==> src/shared/mbx_map.vh <==
// constants for the register access endpoint: codes, reference bases and masks
`ifndef MBX_MAP_VH
`define MBX_MAP_VH

// ==========================================
// register types (one address space each)
`define MBX_TYPE_COIL      2'h0
`define MBX_TYPE_DISC      2'h1
`define MBX_TYPE_INPUT     2'h2
`define MBX_TYPE_HOLD      2'h3

// ==========================================
// function codes
`define MBX_FC_RD_COIL     8'h01
`define MBX_FC_RD_DISC     8'h02
`define MBX_FC_RD_HOLD     8'h03
`define MBX_FC_RD_INPUT    8'h04
`define MBX_FC_WR_COIL     8'h05
`define MBX_FC_WR_HOLD     8'h06
`define MBX_FC_WR_COILS    8'h0F
`define MBX_FC_WR_HOLDS    8'h10
`define MBX_FC_EXC_FLAG    8'h80

// ==========================================
// exception codes
`define MBX_EXC_FUNC       8'h01
`define MBX_EXC_ADDR       8'h02
`define MBX_EXC_VALUE      8'h03

// ==========================================
// quantity limits and single coil values
`define MBX_MAX_RD_BITS    16'h07D0
`define MBX_MAX_RD_REGS    16'h007D
`define MBX_MAX_WR_BITS    16'h07B0
`define MBX_MAX_WR_REGS    16'h007B
`define MBX_COIL_ON        16'hFF00
`define MBX_COIL_OFF       16'h0000

// ==========================================
// prefixed reference decoding
`define MBX_REF5_BASE      20'h02710
`define MBX_REF6_BASE      20'h186A0
`define MBX_REF5_MAX_NUM   20'h0270F
`define MBX_REF6_MAX_NUM   20'h0FFFF
`define MBX_DIGIT_COIL     4'h0
`define MBX_DIGIT_DISC     4'h1
`define MBX_DIGIT_INPUT    4'h3
`define MBX_DIGIT_HOLD     4'h4

// ==========================================
// masks
`define MBX_MASK_BIT0      16'h0001
`define MBX_MASK_BIT15     16'h8000
`define MBX_MASK_HI_BYTE   16'hFF00
`define MBX_MASK_LO_BYTE   16'h00FF
`define MBX_MASK_BIT16     32'h00010000
`define MBX_MASK_BIT31     32'h80000000

`endif

==> src/logic/mbx_bit_extract.v <==
// mask and right justify a fetched 16 or 32 bit word
`timescale 1ns/1ps
`default_nettype none

module mbx_bit_extract (
  input  wire [31:0] ext_data,
  input  wire [31:0] ext_mask,
  input  wire        ext_wide,
  output wire [31:0] ext_result
);

  wire [31:0] eff_mask;
  wire [31:0] anded;
  reg  [4:0]  low_pos;
  integer     i;

  // narrow maps keep a four digit mask
  assign eff_mask = ext_wide ? ext_mask : {16'h0000, ext_mask[15:0]};

  // per bit masking
  genvar g;
  generate
    for (g = 0; g < 32; g = g + 1) begin : g_and
      assign anded[g] = ext_data[g] & eff_mask[g];
    end
  endgenerate

  // position of lowest set mask bit
  always @* begin
    low_pos = 5'h00;
    for (i = 31; i >= 0; i = i - 1) begin
      if (eff_mask[i]) begin
        low_pos = i[4:0];
      end
    end
  end

  // lowest mask bit lands at bit 0
  assign ext_result = anded >> low_pos;

endmodule
`default_nettype wire

==> src/logic/mbx_ref_decoder.v <==
// prefixed five and six digit reference decoder
`timescale 1ns/1ps
`default_nettype none
`include "mbx_map.vh"

module mbx_ref_decoder (
  input  wire [19:0] ref_value,
  input  wire        ref_six,
  output reg  [1:0]  ref_type,
  output reg  [15:0] ref_addr,
  output reg         ref_bad
);

  reg [19:0] base;
  reg [19:0] digit;
  reg [19:0] num;
  reg [19:0] top;

  // ==========================================
  // split leading digit from register number
  always @* begin
    base  = ref_six ? `MBX_REF6_BASE : `MBX_REF5_BASE;
    top   = ref_six ? `MBX_REF6_MAX_NUM : `MBX_REF5_MAX_NUM;
    digit = ref_value / base;
    num   = ref_value - digit * base;
    ref_type = `MBX_TYPE_COIL;
    ref_bad  = 1'b0;
    // leading digit selects the type
    if (digit == {16'h0000, `MBX_DIGIT_COIL}) begin
      ref_type = `MBX_TYPE_COIL;
    end else if (digit == {16'h0000, `MBX_DIGIT_DISC}) begin
      ref_type = `MBX_TYPE_DISC;
    end else if (digit == {16'h0000, `MBX_DIGIT_INPUT}) begin
      ref_type = `MBX_TYPE_INPUT;
    end else if (digit == {16'h0000, `MBX_DIGIT_HOLD}) begin
      ref_type = `MBX_TYPE_HOLD;
    end else begin
      ref_bad = 1'b1;
    end
    if (num == 20'h00000 || num > top) begin
      ref_bad = 1'b1;
    end
    // number minus one is the address
    ref_addr = num[15:0] - 16'h0001;
  end

endmodule
`default_nettype wire

==> src/logic/mbx_unit.v <==
// request checker, reference decoder port and shared fetch bit extractor
// Function
// - a valid packet with an error gets an exception reply, not data
// - exception reply: unit address, function code with top bit set, code
// - unknown or forbidden function code answers exception code 1
// - any address in the requested range missing answers code 2
// - unacceptable data field value answers code 3
// - four types each own 0..65535; function code picks the type
// - leading digit 0 coil, 1 discrete, 3 input, 4 holding
// - address is reference minus type offset minus one
// - six digit references accepted with ranges up to 65535
// - 32-bit values travel in two consecutive 16-bit registers
// - high word sits in the lower numbered register by default
// - per map swap option reverses the two words
// - bit 0 is the least significant bit of a register
// - every mapped read ANDs data with mask; one bit gives 0 or 1
// - multi bit mask result shifted right to lowest mask bit
// - consecutive maps on one source register share a single fetch unless a wide map follows a narrow fetch
// - 16-bit mask four hex digits; bit n mask is one shifted by n
// - upper byte mask FF00, lower byte 00FF, right justified
// - 32 packed bits use eight digit masks for bits 16..31
`timescale 1ns/1ps
`default_nettype none
`include "mbx_map.vh"

module mbx_unit (
  input  wire        mclk,
  input  wire        rst,
  // request check side
  input  wire        req_valid,
  input  wire [7:0]  req_unit,
  input  wire [7:0]  req_func,
  input  wire [15:0] req_start,
  input  wire [15:0] req_qty,
  input  wire [15:0] req_value,
  input  wire [7:0]  func_allow,
  input  wire [16:0] coil_count,
  input  wire [16:0] disc_count,
  input  wire [16:0] input_count,
  input  wire [16:0] hold_count,
  output reg         rsp_valid,
  output reg         rsp_exc,
  output reg  [7:0]  rsp_unit,
  output reg  [7:0]  rsp_func,
  output reg  [7:0]  rsp_code,
  output reg  [1:0]  rsp_type,
  output reg  [15:0] rsp_addr,
  // reference decoder side
  input  wire        ref_valid,
  input  wire [19:0] ref_value,
  input  wire        ref_six,
  output reg         ref_done,
  output reg  [1:0]  ref_type,
  output reg  [15:0] ref_addr,
  output reg         ref_bad,
  // bit select helper
  input  wire [4:0]  bit_index,
  output wire [31:0] bit_mask,
  // map read side
  input  wire        map_valid,
  input  wire [1:0]  map_type,
  input  wire [15:0] map_addr,
  input  wire        map_wide,
  input  wire        map_swap,
  input  wire [31:0] map_mask,
  input  wire        map_flush,
  output wire        map_ready,
  output reg         map_done,
  output reg  [31:0] map_result,
  output reg  [31:0] map_word,
  // fetch side toward the register source
  output reg         fetch_req,
  output reg  [1:0]  fetch_type,
  output reg  [15:0] fetch_addr,
  output reg         fetch_wide,
  input  wire        fetch_ack,
  input  wire [15:0] fetch_first,
  input  wire [15:0] fetch_second
);

  // ==========================================
  // request checking
  reg        known;
  reg [1:0]  rtype;
  reg        fslot;
  reg [2:0]  fidx;
  reg [15:0] qmax;
  reg        single;
  reg [16:0] limit;
  reg [16:0] last;
  reg [7:0]  code;

  // classify function, type, quantity bound
  always @* begin
    known  = 1'b1;
    rtype  = `MBX_TYPE_HOLD;
    fidx   = 3'h0;
    qmax   = `MBX_MAX_RD_REGS;
    single = 1'b0;
    case (req_func)
      `MBX_FC_RD_COIL: begin
        rtype = `MBX_TYPE_COIL;
        fidx = 3'h0;
        qmax = `MBX_MAX_RD_BITS;
      end
      `MBX_FC_RD_DISC: begin
        rtype = `MBX_TYPE_DISC;
        fidx = 3'h1;
        qmax = `MBX_MAX_RD_BITS;
      end
      `MBX_FC_RD_HOLD: begin
        rtype = `MBX_TYPE_HOLD;
        fidx = 3'h2;
      end
      `MBX_FC_RD_INPUT: begin
        rtype = `MBX_TYPE_INPUT;
        fidx = 3'h3;
      end
      `MBX_FC_WR_COIL: begin
        rtype = `MBX_TYPE_COIL;
        fidx = 3'h4;
        single = 1'b1;
      end
      `MBX_FC_WR_HOLD: begin
        rtype = `MBX_TYPE_HOLD;
        fidx = 3'h5;
        single = 1'b1;
      end
      `MBX_FC_WR_COILS: begin
        rtype = `MBX_TYPE_COIL;
        fidx = 3'h6;
        qmax = `MBX_MAX_WR_BITS;
      end
      `MBX_FC_WR_HOLDS: begin
        rtype = `MBX_TYPE_HOLD;
        fidx = 3'h7;
        qmax = `MBX_MAX_WR_REGS;
      end
      default: begin
        known = 1'b0;
      end
    endcase
    fslot = known & func_allow[fidx];
  end

  // pick the existing count of the addressed type
  always @* begin
    if (rtype == `MBX_TYPE_COIL) begin
      limit = coil_count;
    end else if (rtype == `MBX_TYPE_DISC) begin
      limit = disc_count;
    end else if (rtype == `MBX_TYPE_INPUT) begin
      limit = input_count;
    end else begin
      limit = hold_count;
    end
  end

  // exception code, function first, then value, then address
  always @* begin
    last = {1'b0, req_start} + (single ? 17'h00000 : ({1'b0, req_qty} - 17'h00001));
    code = 8'h00;
    if (!fslot) begin
      code = `MBX_EXC_FUNC;
    end else if (!single && (req_qty == 16'h0000 || req_qty > qmax)) begin
      code = `MBX_EXC_VALUE;
    end else if (req_func == `MBX_FC_WR_COIL && req_value != `MBX_COIL_ON &&
                 req_value != `MBX_COIL_OFF) begin
      code = `MBX_EXC_VALUE;
    end else if (last >= limit) begin
      code = `MBX_EXC_ADDR;
    end
  end

  // registered reply, one cycle after the request
  always @(posedge mclk) begin
    if (rst) begin
      rsp_valid <= 1'b0;
      rsp_exc   <= 1'b0;
      rsp_unit  <= 8'h00;
      rsp_func  <= 8'h00;
      rsp_code  <= 8'h00;
      rsp_type  <= 2'h0;
      rsp_addr  <= 16'h0000;
    end else begin
      rsp_valid <= req_valid;
      if (req_valid) begin
        rsp_exc  <= (code != 8'h00);
        rsp_unit <= req_unit;
        rsp_func <= (code != 8'h00) ? (req_func | `MBX_FC_EXC_FLAG) : req_func;
        rsp_code <= code;
        rsp_type <= rtype;
        rsp_addr <= req_start;
      end
    end
  end

  // ==========================================
  // reference decoding
  wire [1:0]  dec_type;
  wire [15:0] dec_addr;
  wire        dec_bad;

  mbx_ref_decoder u_ref (
    .ref_value (ref_value),
    .ref_six   (ref_six),
    .ref_type  (dec_type),
    .ref_addr  (dec_addr),
    .ref_bad   (dec_bad)
  );

  // hold decoded reference
  always @(posedge mclk) begin
    if (rst) begin
      ref_done <= 1'b0;
      ref_type <= 2'h0;
      ref_addr <= 16'h0000;
      ref_bad  <= 1'b0;
    end else begin
      ref_done <= ref_valid;
      if (ref_valid) begin
        ref_type <= dec_type;
        ref_addr <= dec_addr;
        ref_bad  <= dec_bad;
      end
    end
  end

  // single bit mask from bit number, bit 0 rightmost
  assign bit_mask = {31'h00000000, 1'b1} << bit_index;

  // ==========================================
  // map reads with shared fetch
  localparam [2:0] ST_IDLE  = 3'b001;
  localparam [2:0] ST_FETCH = 3'b010;
  localparam [2:0] ST_DONE  = 3'b100;

  reg [2:0]  state_reg;
  reg [2:0]  state_next;
  reg        hit_ok_reg;
  reg [1:0]  hit_type_reg;
  reg [15:0] hit_addr_reg;
  reg        hit_wide_reg;
  reg [15:0] first_reg;
  reg [15:0] second_reg;
  reg        swap_reg;
  reg        wide_reg;
  reg [31:0] mask_reg;
  wire       hit;
  wire [31:0] word;
  wire [31:0] ext_out;

  assign map_ready = (state_reg == ST_IDLE);
  assign hit = hit_ok_reg && hit_type_reg == map_type && hit_addr_reg == map_addr &&
               (hit_wide_reg || !map_wide);

  // pair assembly: first register high unless swapped
  assign word = !wide_reg ? {16'h0000, first_reg} :
                swap_reg ? {second_reg, first_reg} :
                {first_reg, second_reg};

  mbx_bit_extract u_ext (
    .ext_data   (word),
    .ext_mask   (mask_reg),
    .ext_wide   (wide_reg),
    .ext_result (ext_out)
  );

  // next state
  always @* begin
    state_next = state_reg;
    case (state_reg)
      ST_IDLE: begin
        if (map_valid) begin
          state_next = hit ? ST_DONE : ST_FETCH;
        end
      end
      ST_FETCH: begin
        if (fetch_ack) begin
          state_next = ST_DONE;
        end
      end
      ST_DONE: begin
        state_next = ST_IDLE;
      end
      default: begin
        state_next = ST_IDLE;
      end
    endcase
  end

  // map datapath and fetch control
  always @(posedge mclk) begin
    if (rst) begin
      state_reg    <= ST_IDLE;
      hit_ok_reg   <= 1'b0;
      hit_type_reg <= 2'h0;
      hit_addr_reg <= 16'h0000;
      hit_wide_reg <= 1'b0;
      first_reg    <= 16'h0000;
      second_reg   <= 16'h0000;
      swap_reg     <= 1'b0;
      wide_reg     <= 1'b0;
      mask_reg     <= 32'h00000000;
      fetch_req    <= 1'b0;
      fetch_type   <= 2'h0;
      fetch_addr   <= 16'h0000;
      fetch_wide   <= 1'b0;
      map_done     <= 1'b0;
      map_result   <= 32'h00000000;
      map_word     <= 32'h00000000;
    end else begin
      state_reg <= state_next;
      map_done  <= 1'b0;
      if (state_reg == ST_IDLE && map_valid) begin
        swap_reg <= map_swap;
        wide_reg <= map_wide;
        mask_reg <= map_mask;
        if (!hit) begin
          fetch_req  <= 1'b1;
          fetch_type <= map_type;
          fetch_addr <= map_addr;
          fetch_wide <= map_wide;
          hit_ok_reg <= 1'b0;
        end
      end else if (state_reg == ST_FETCH && fetch_ack) begin
        fetch_req    <= 1'b0;
        first_reg    <= fetch_first;
        second_reg   <= fetch_second;
        hit_ok_reg   <= 1'b1;
        hit_type_reg <= fetch_type;
        hit_addr_reg <= fetch_addr;
        hit_wide_reg <= fetch_wide;
      end else if (state_reg == ST_DONE) begin
        map_done   <= 1'b1;
        map_result <= ext_out;
        map_word   <= word;
        if (map_flush) begin
          hit_ok_reg <= 1'b0;
        end
      end else if (map_flush) begin
        hit_ok_reg <= 1'b0;
      end
    end
  end

endmodule
`default_nettype wire

==> config.mk <==
export PLATFORM = sky130hd
export DESIGN_NAME = mbx_unit
export DESIGN_NICKNAME = d
export VERILOG_FILES = /design/src/logic/mbx_bit_extract.v /design/src/logic/mbx_ref_decoder.v /design/src/logic/mbx_unit.v
export VERILOG_INCLUDE_DIRS = /design/src /design/src/shared
export SDC_FILE = /design/constraint.sdc
export NUM_CORES = 1
export LEC_CHECK = 0
export ABC_CLOCK_PERIOD_IN_PS = 20800
export BUFFER_PORTS_ARGS = -buffer_cell sky130_fd_sc_hd__buf_4
export CAP_MARGIN = 30
export CORE_UTILIZATION = 51
export CTS_CLUSTER_DIAMETER = 40
export DETAILED_ROUTE_END_ITERATION = 8
export GPL_TIMING_DRIVEN = 0
export PLACE_DENSITY = 0.78
export SLEW_MARGIN = 20
export SYNTH_ARGS = -nofsm -noshare
export SYNTH_HDL_FRONTEND = slang
export SYNTH_HIERARCHICAL = 1
export SYNTH_SLANG_ARGS = --single-unit
==> constraint.sdc <==
create_clock -name mclk -period 20.8 [get_ports mclk]
set_clock_uncertainty 0.1 [all_clocks]
set_input_delay 0 -clock mclk [delete_from_list [all_inputs] [get_ports mclk]]
set_output_delay 0 -clock mclk [all_outputs]
set_load 0.05 [all_outputs]
# == Word level (Yosys, flattened, before mapping) ==
# Index checks and enable logic that the tools add are counted.
# word_totals
inputBits,257
elab_cells,204
reg_bits,238
out_inout_bits,182
# classes
n_eq_ne,22
muxes,74
div_mod_pow,1
mul,1
shifts,2
addsub,4
reduce_logical,32
bitwise,36
magnitude_cmp,4
# op_table
cell,count
2-to-1 mux 5 bit,32
2-to-1 mux 32 bit,3
2-to-1 mux 17 bit,5
logical NOT 20 bit,2
AND 1 bit,33
one-hot mux 11 bit (3 select lines),1
"<< shifter 1 x 5 -> 32 bit, first input constant",1
>> shifter 32 x 5 -> 32 bit,1
"equality test 8 x 3 -> 1 bit, second input constant",3
one-hot mux 3 bit (7 select lines),1
divider 20 x 20 -> 20 bit,1
"equality test 20 x 1 -> 1 bit, second input constant",1
"equality test 20 x 2 -> 1 bit, second input constant",1
"equality test 20 x 3 -> 1 bit, second input constant",1
greater-than comparator 20 bit,1
multiplier 20 x 20 -> 20 bit,1
subtractor 20 bit,1
adder 16 x 17 -> 17 bit,1
greater-or-equal comparator 17 bit,1
"subtractor 16 x 1 -> 17 bit, second input constant",1
equality test 16 bit,1
"equality test 8 x 2 -> 1 bit, second input constant",2
greater-than comparator 16 bit,1
logical NOT 16 bit,1
35 further kinds,79

# == Depth between registers and ports, before layout ==
# depth
depth_word,34
depth_mapped,104
ltp_nobuf,99

# == By module ==
# The synthesis kept the hierarchy.
# by_module_without_submodules
mod,n_inst,seq_area_each_um2,area_each_um2,cells_each
mbx_unit,1,4644.5,11332.1,1423
mbx_ref_decoder,1,0.0,7666.1,999
mbx_bit_extract,1,0.0,2202.1,361

# == Worst setup path before layout ==
# No wires, ideal clock.
# synth_path
path_kind,input port to flip-flop
start,input port ref_six
end,register ref_bad
arrival_time_ps,20224
cell_stages,102
n_path_buf,6
slack_ps,348
setup_time_ps,128
cell_sequence,clkbuf_1 inv_1 clkbuf_1 ha_1 o21ai_1 a21oi_1 a22oi_1 buf_2 nand2_2 and3b_1 xnor2_1 ha_1 o21ai_0 nor2b_1 a2111o_1 nor3_1 a31o_4 o2111ai_4 (+66 left out) inv_1 o21bai_1 a21o_1 a21o_1 a21o_1 a21o_1 a21o_1 a21oi_1 xnor2_1 ha_1 a21oi_1 o21ai_0 o21ai_0 o211ai_1 nor3_1 nand3_1 mux2i_1 nor2_1
# synth_via
elab_chain_cells,8
elab_cells_between_ends,17
# synth_rtl
item,line,text
from (decl),mbx_unit.v:51,"input wire ref_six,"
"parallel branches: the longest is 7 deep, another holds divider 20 x 20 -> 20 bit",--,
2-to-1 mux 1 bit (*),mbx_ref_decoder.v:40,if (num == 20'h00000 || num > top) begin
via dec_bad,mbx_unit.v:202,wire dec_bad;
to (signal assigned),mbx_unit.v:218,ref_bad <= 1'b0;
to (signal assigned),mbx_unit.v:224,ref_bad <= dec_bad;
to (decl),mbx_unit.v:55,"output reg ref_bad,"
# Mark *: on every way through the listed nets, which the timed path passes.
# A chain may end at the register's enable or synchronous reset.

# == Worst setup path in the final report ==
# Same ends and word-level chain as after synthesis.

==> metrics <==
status complete, no violations; remaining routing DRC violations 0; Root Driver clkbuf_16; most common cell after layout, fill and taps aside buf_4; Hold Path End rsp_code[0]; IO Pins around 440; final core utilization a little over two thirds; number of synthesized flops with an enable pin 0; nets ~3900; CTS Sinks 232; r2r startpoint wide_reg; total gr overflow 0; vias in the first global route 23100; Placer Congestion 1.01; Seq/Total Area, Yosys 21.9%; min-delay worst type primary input to flop; Layout area overhead 34.2%; drt first pass iters 6; Reg2Reg Depth 14; clk buf depth 3; cell mode on critical path ha_1; syn avg cell area 7.62 µm²; #FFs+latches synth 232; Tmin final 19.93 ns; Fmax 0.0502 GHz; Worst Setup SP ref_six; # rows 74; Vias per Instance 5.88; worst-margin pin slew 1.02 ns; Max-Cap Viols 0; critical path capture point type flop; post-placement cell count 3766; CTS Buf Count 36; overall routed net length 79700 µm; Cell variety after synth 114; Non-Filler Instances 4006; Tcrit/Tclk final 95.8%; clk slew on worst S/H paths roughly 0.05 ns; slowest CP cell or4b_1; Most used DFF post-synth dfxtp_1; initial antenna violation count 4; startpoint class of the critical path primary input; H-tree Lvls 2; crit path kind primary input to flop; reg-to-reg setup timing slack between 15 and 20 ns; Critical R2R Capture map_result[6]; Synth Warn # 6; hold depth 6; layout cells sized above 1 20.1%; largest fanout on the critical path 31; total track usage between 30 and 40%; Max-slew headroom 31.8%; height of the die 206 µm; Die ar. 0.0424 mm²; Post-DRT Antenna Nets 0; most frequent cells in the layout 469 x buf_4, 390 x nand2_1, 329 x nor2_1; CORE AREA a little over 0.04 mm²; CP required 21.09 ns; Clock Latency Late Sink 0.57 ns; first-pass GRT wire length 121000 µm; Vias 23600; CTS tree done; Die X 206 µm; Slew Limit Fails 0; Setup violations, final 0; CP peak stage delay between 0.5 and 0.6 ns; initial core utilization 51.8%; DR WL/cell 19.9 µm; number of port buffers 427; largest net degree at the start of global routing 32; setup_tns 0 ns; worst hold start req_qty[15]; Critical Path AT around 20 ns; post-synthesis async set-or-reset flop share 0%; final hold violation count 0; hpwl dp slightly above 60000 µm; Post-Syn Area approximately 0.021 mm²; initial drt markers between 1500 and 2000; cells after synthesis between 2000 and 3000
## Yosys cell counts (21+ instances only)
library cell	count	share of area [%]
o211ai_1	21	0.74
nand2_1	392	6.9
o21ai_0	77	1.8
ha_1	184	11
nand2b_1	28	0.83
and2_1	21	0.62
nor2b_1	39	1.2
a211oi_1	33	1.2
mux2_2	32	1.7
nand3_1	53	1.3
fa_1	48	4.5
xnor2_1	79	3.3
xor2_1	49	2.0
nand4_1	22	0.65
nor3_1	63	1.5
inv_1	172	3.0
nor2_1	331	5.9
mux2i_1	154	7.3
or3_1	25	0.74
dfxtp_1	232	22
clkbuf_1	108	1.9
a21oi_1	234	5.5
## worst max path at each step
stage                     endpoint  slack [ns]  depth (start not counted)
final                      ref_bad        0.87                        101
after detailed placement   ref_bad       -2.89                         97
after CTS                  ref_bad       0.008                        102
after global routing       ref_bad       -0.10                        101
after global placement     ref_bad       -3.55                         96
after floorplan            ref_bad        0.35                        102
## what timing repair did
item                                    CTS  global route
endpoints found under the hold margin   152             0
gates cloned                              0             1
buffers inserted                          6            29
endpoints found under the setup margin    9             5
pin swaps                                 5            23
resized for setup                        31            45
hold buffers                            137             0
## layer usage
layer | GRT usage, % | wire, µm
met1 | 43.6 | 31600
met2 | 63.6 | 38400
met3 | 5.72 | 5830
met5 | 0 | 13
met4 | 16.3 | 3820
## cells by family (layout without fill, tap and decap cells)
family	Yosys count	in the layout	synth area share, %
AND/OR/NAND/NOR	1078	1078	23.2
adder cells (fa/ha/maj)	232	232	15.4
flip-flops	232	232	21.9
multiplexers	189	189	9.18
XOR/XNOR	129	129	5.36
AO/OA/AOI/OAI	594	594	18.7
other	3	29	0.0531
buffers and inverters	326	991	6.19
## through the flow
| stage | setup WS, ns | area (µm²) | hold WS, ns |
|---|---|---|---|
| floorplan | 0.348 | 21300 | 0.0360 |
| global placement | -3.55 | 25200 | 0.133 |
| detailed placement | -2.89 | 25200 | 0.145 |
| CTS | 0.00801 | 28000 | 0.00476 |
| global route | -0.102 | 28400 | 0.0680 |
| finish | 0.875 | 28400 | 0.0237 |
## worst max-delay path: cells and delay by family
kind                       cells  cell delay [ns]
muxes                          3             0.62
adders and majority gates     15             4.60
AOI/OAI and AO/OA             37             6.91
and+or+nand+nor               29             5.36
buffers and inverters         13             1.81
xor gates and xnor gates       4             0.79
## final cells by class
| cell class | instances | area, µm² |
|---|---|---|
| well taps | 532 | 666 |
| fillers | 3249 | 12500 |
| plain buffers | 148 | 691 |
| diodes | 3 | 7.51 |
| clock buffers | 42 | 943 |
| inverters | 177 | 668 |
| repair buffers | 601 | 4890 |
| clock inverters | 23 | 338 |
| flip-flops and latches | 232 | 4640 |
| multi-input cells | 2248 | 15600 |
Power is not shown: default switching activity piles up to over one toggle a cycle in this logic, so the estimate is an artifact.
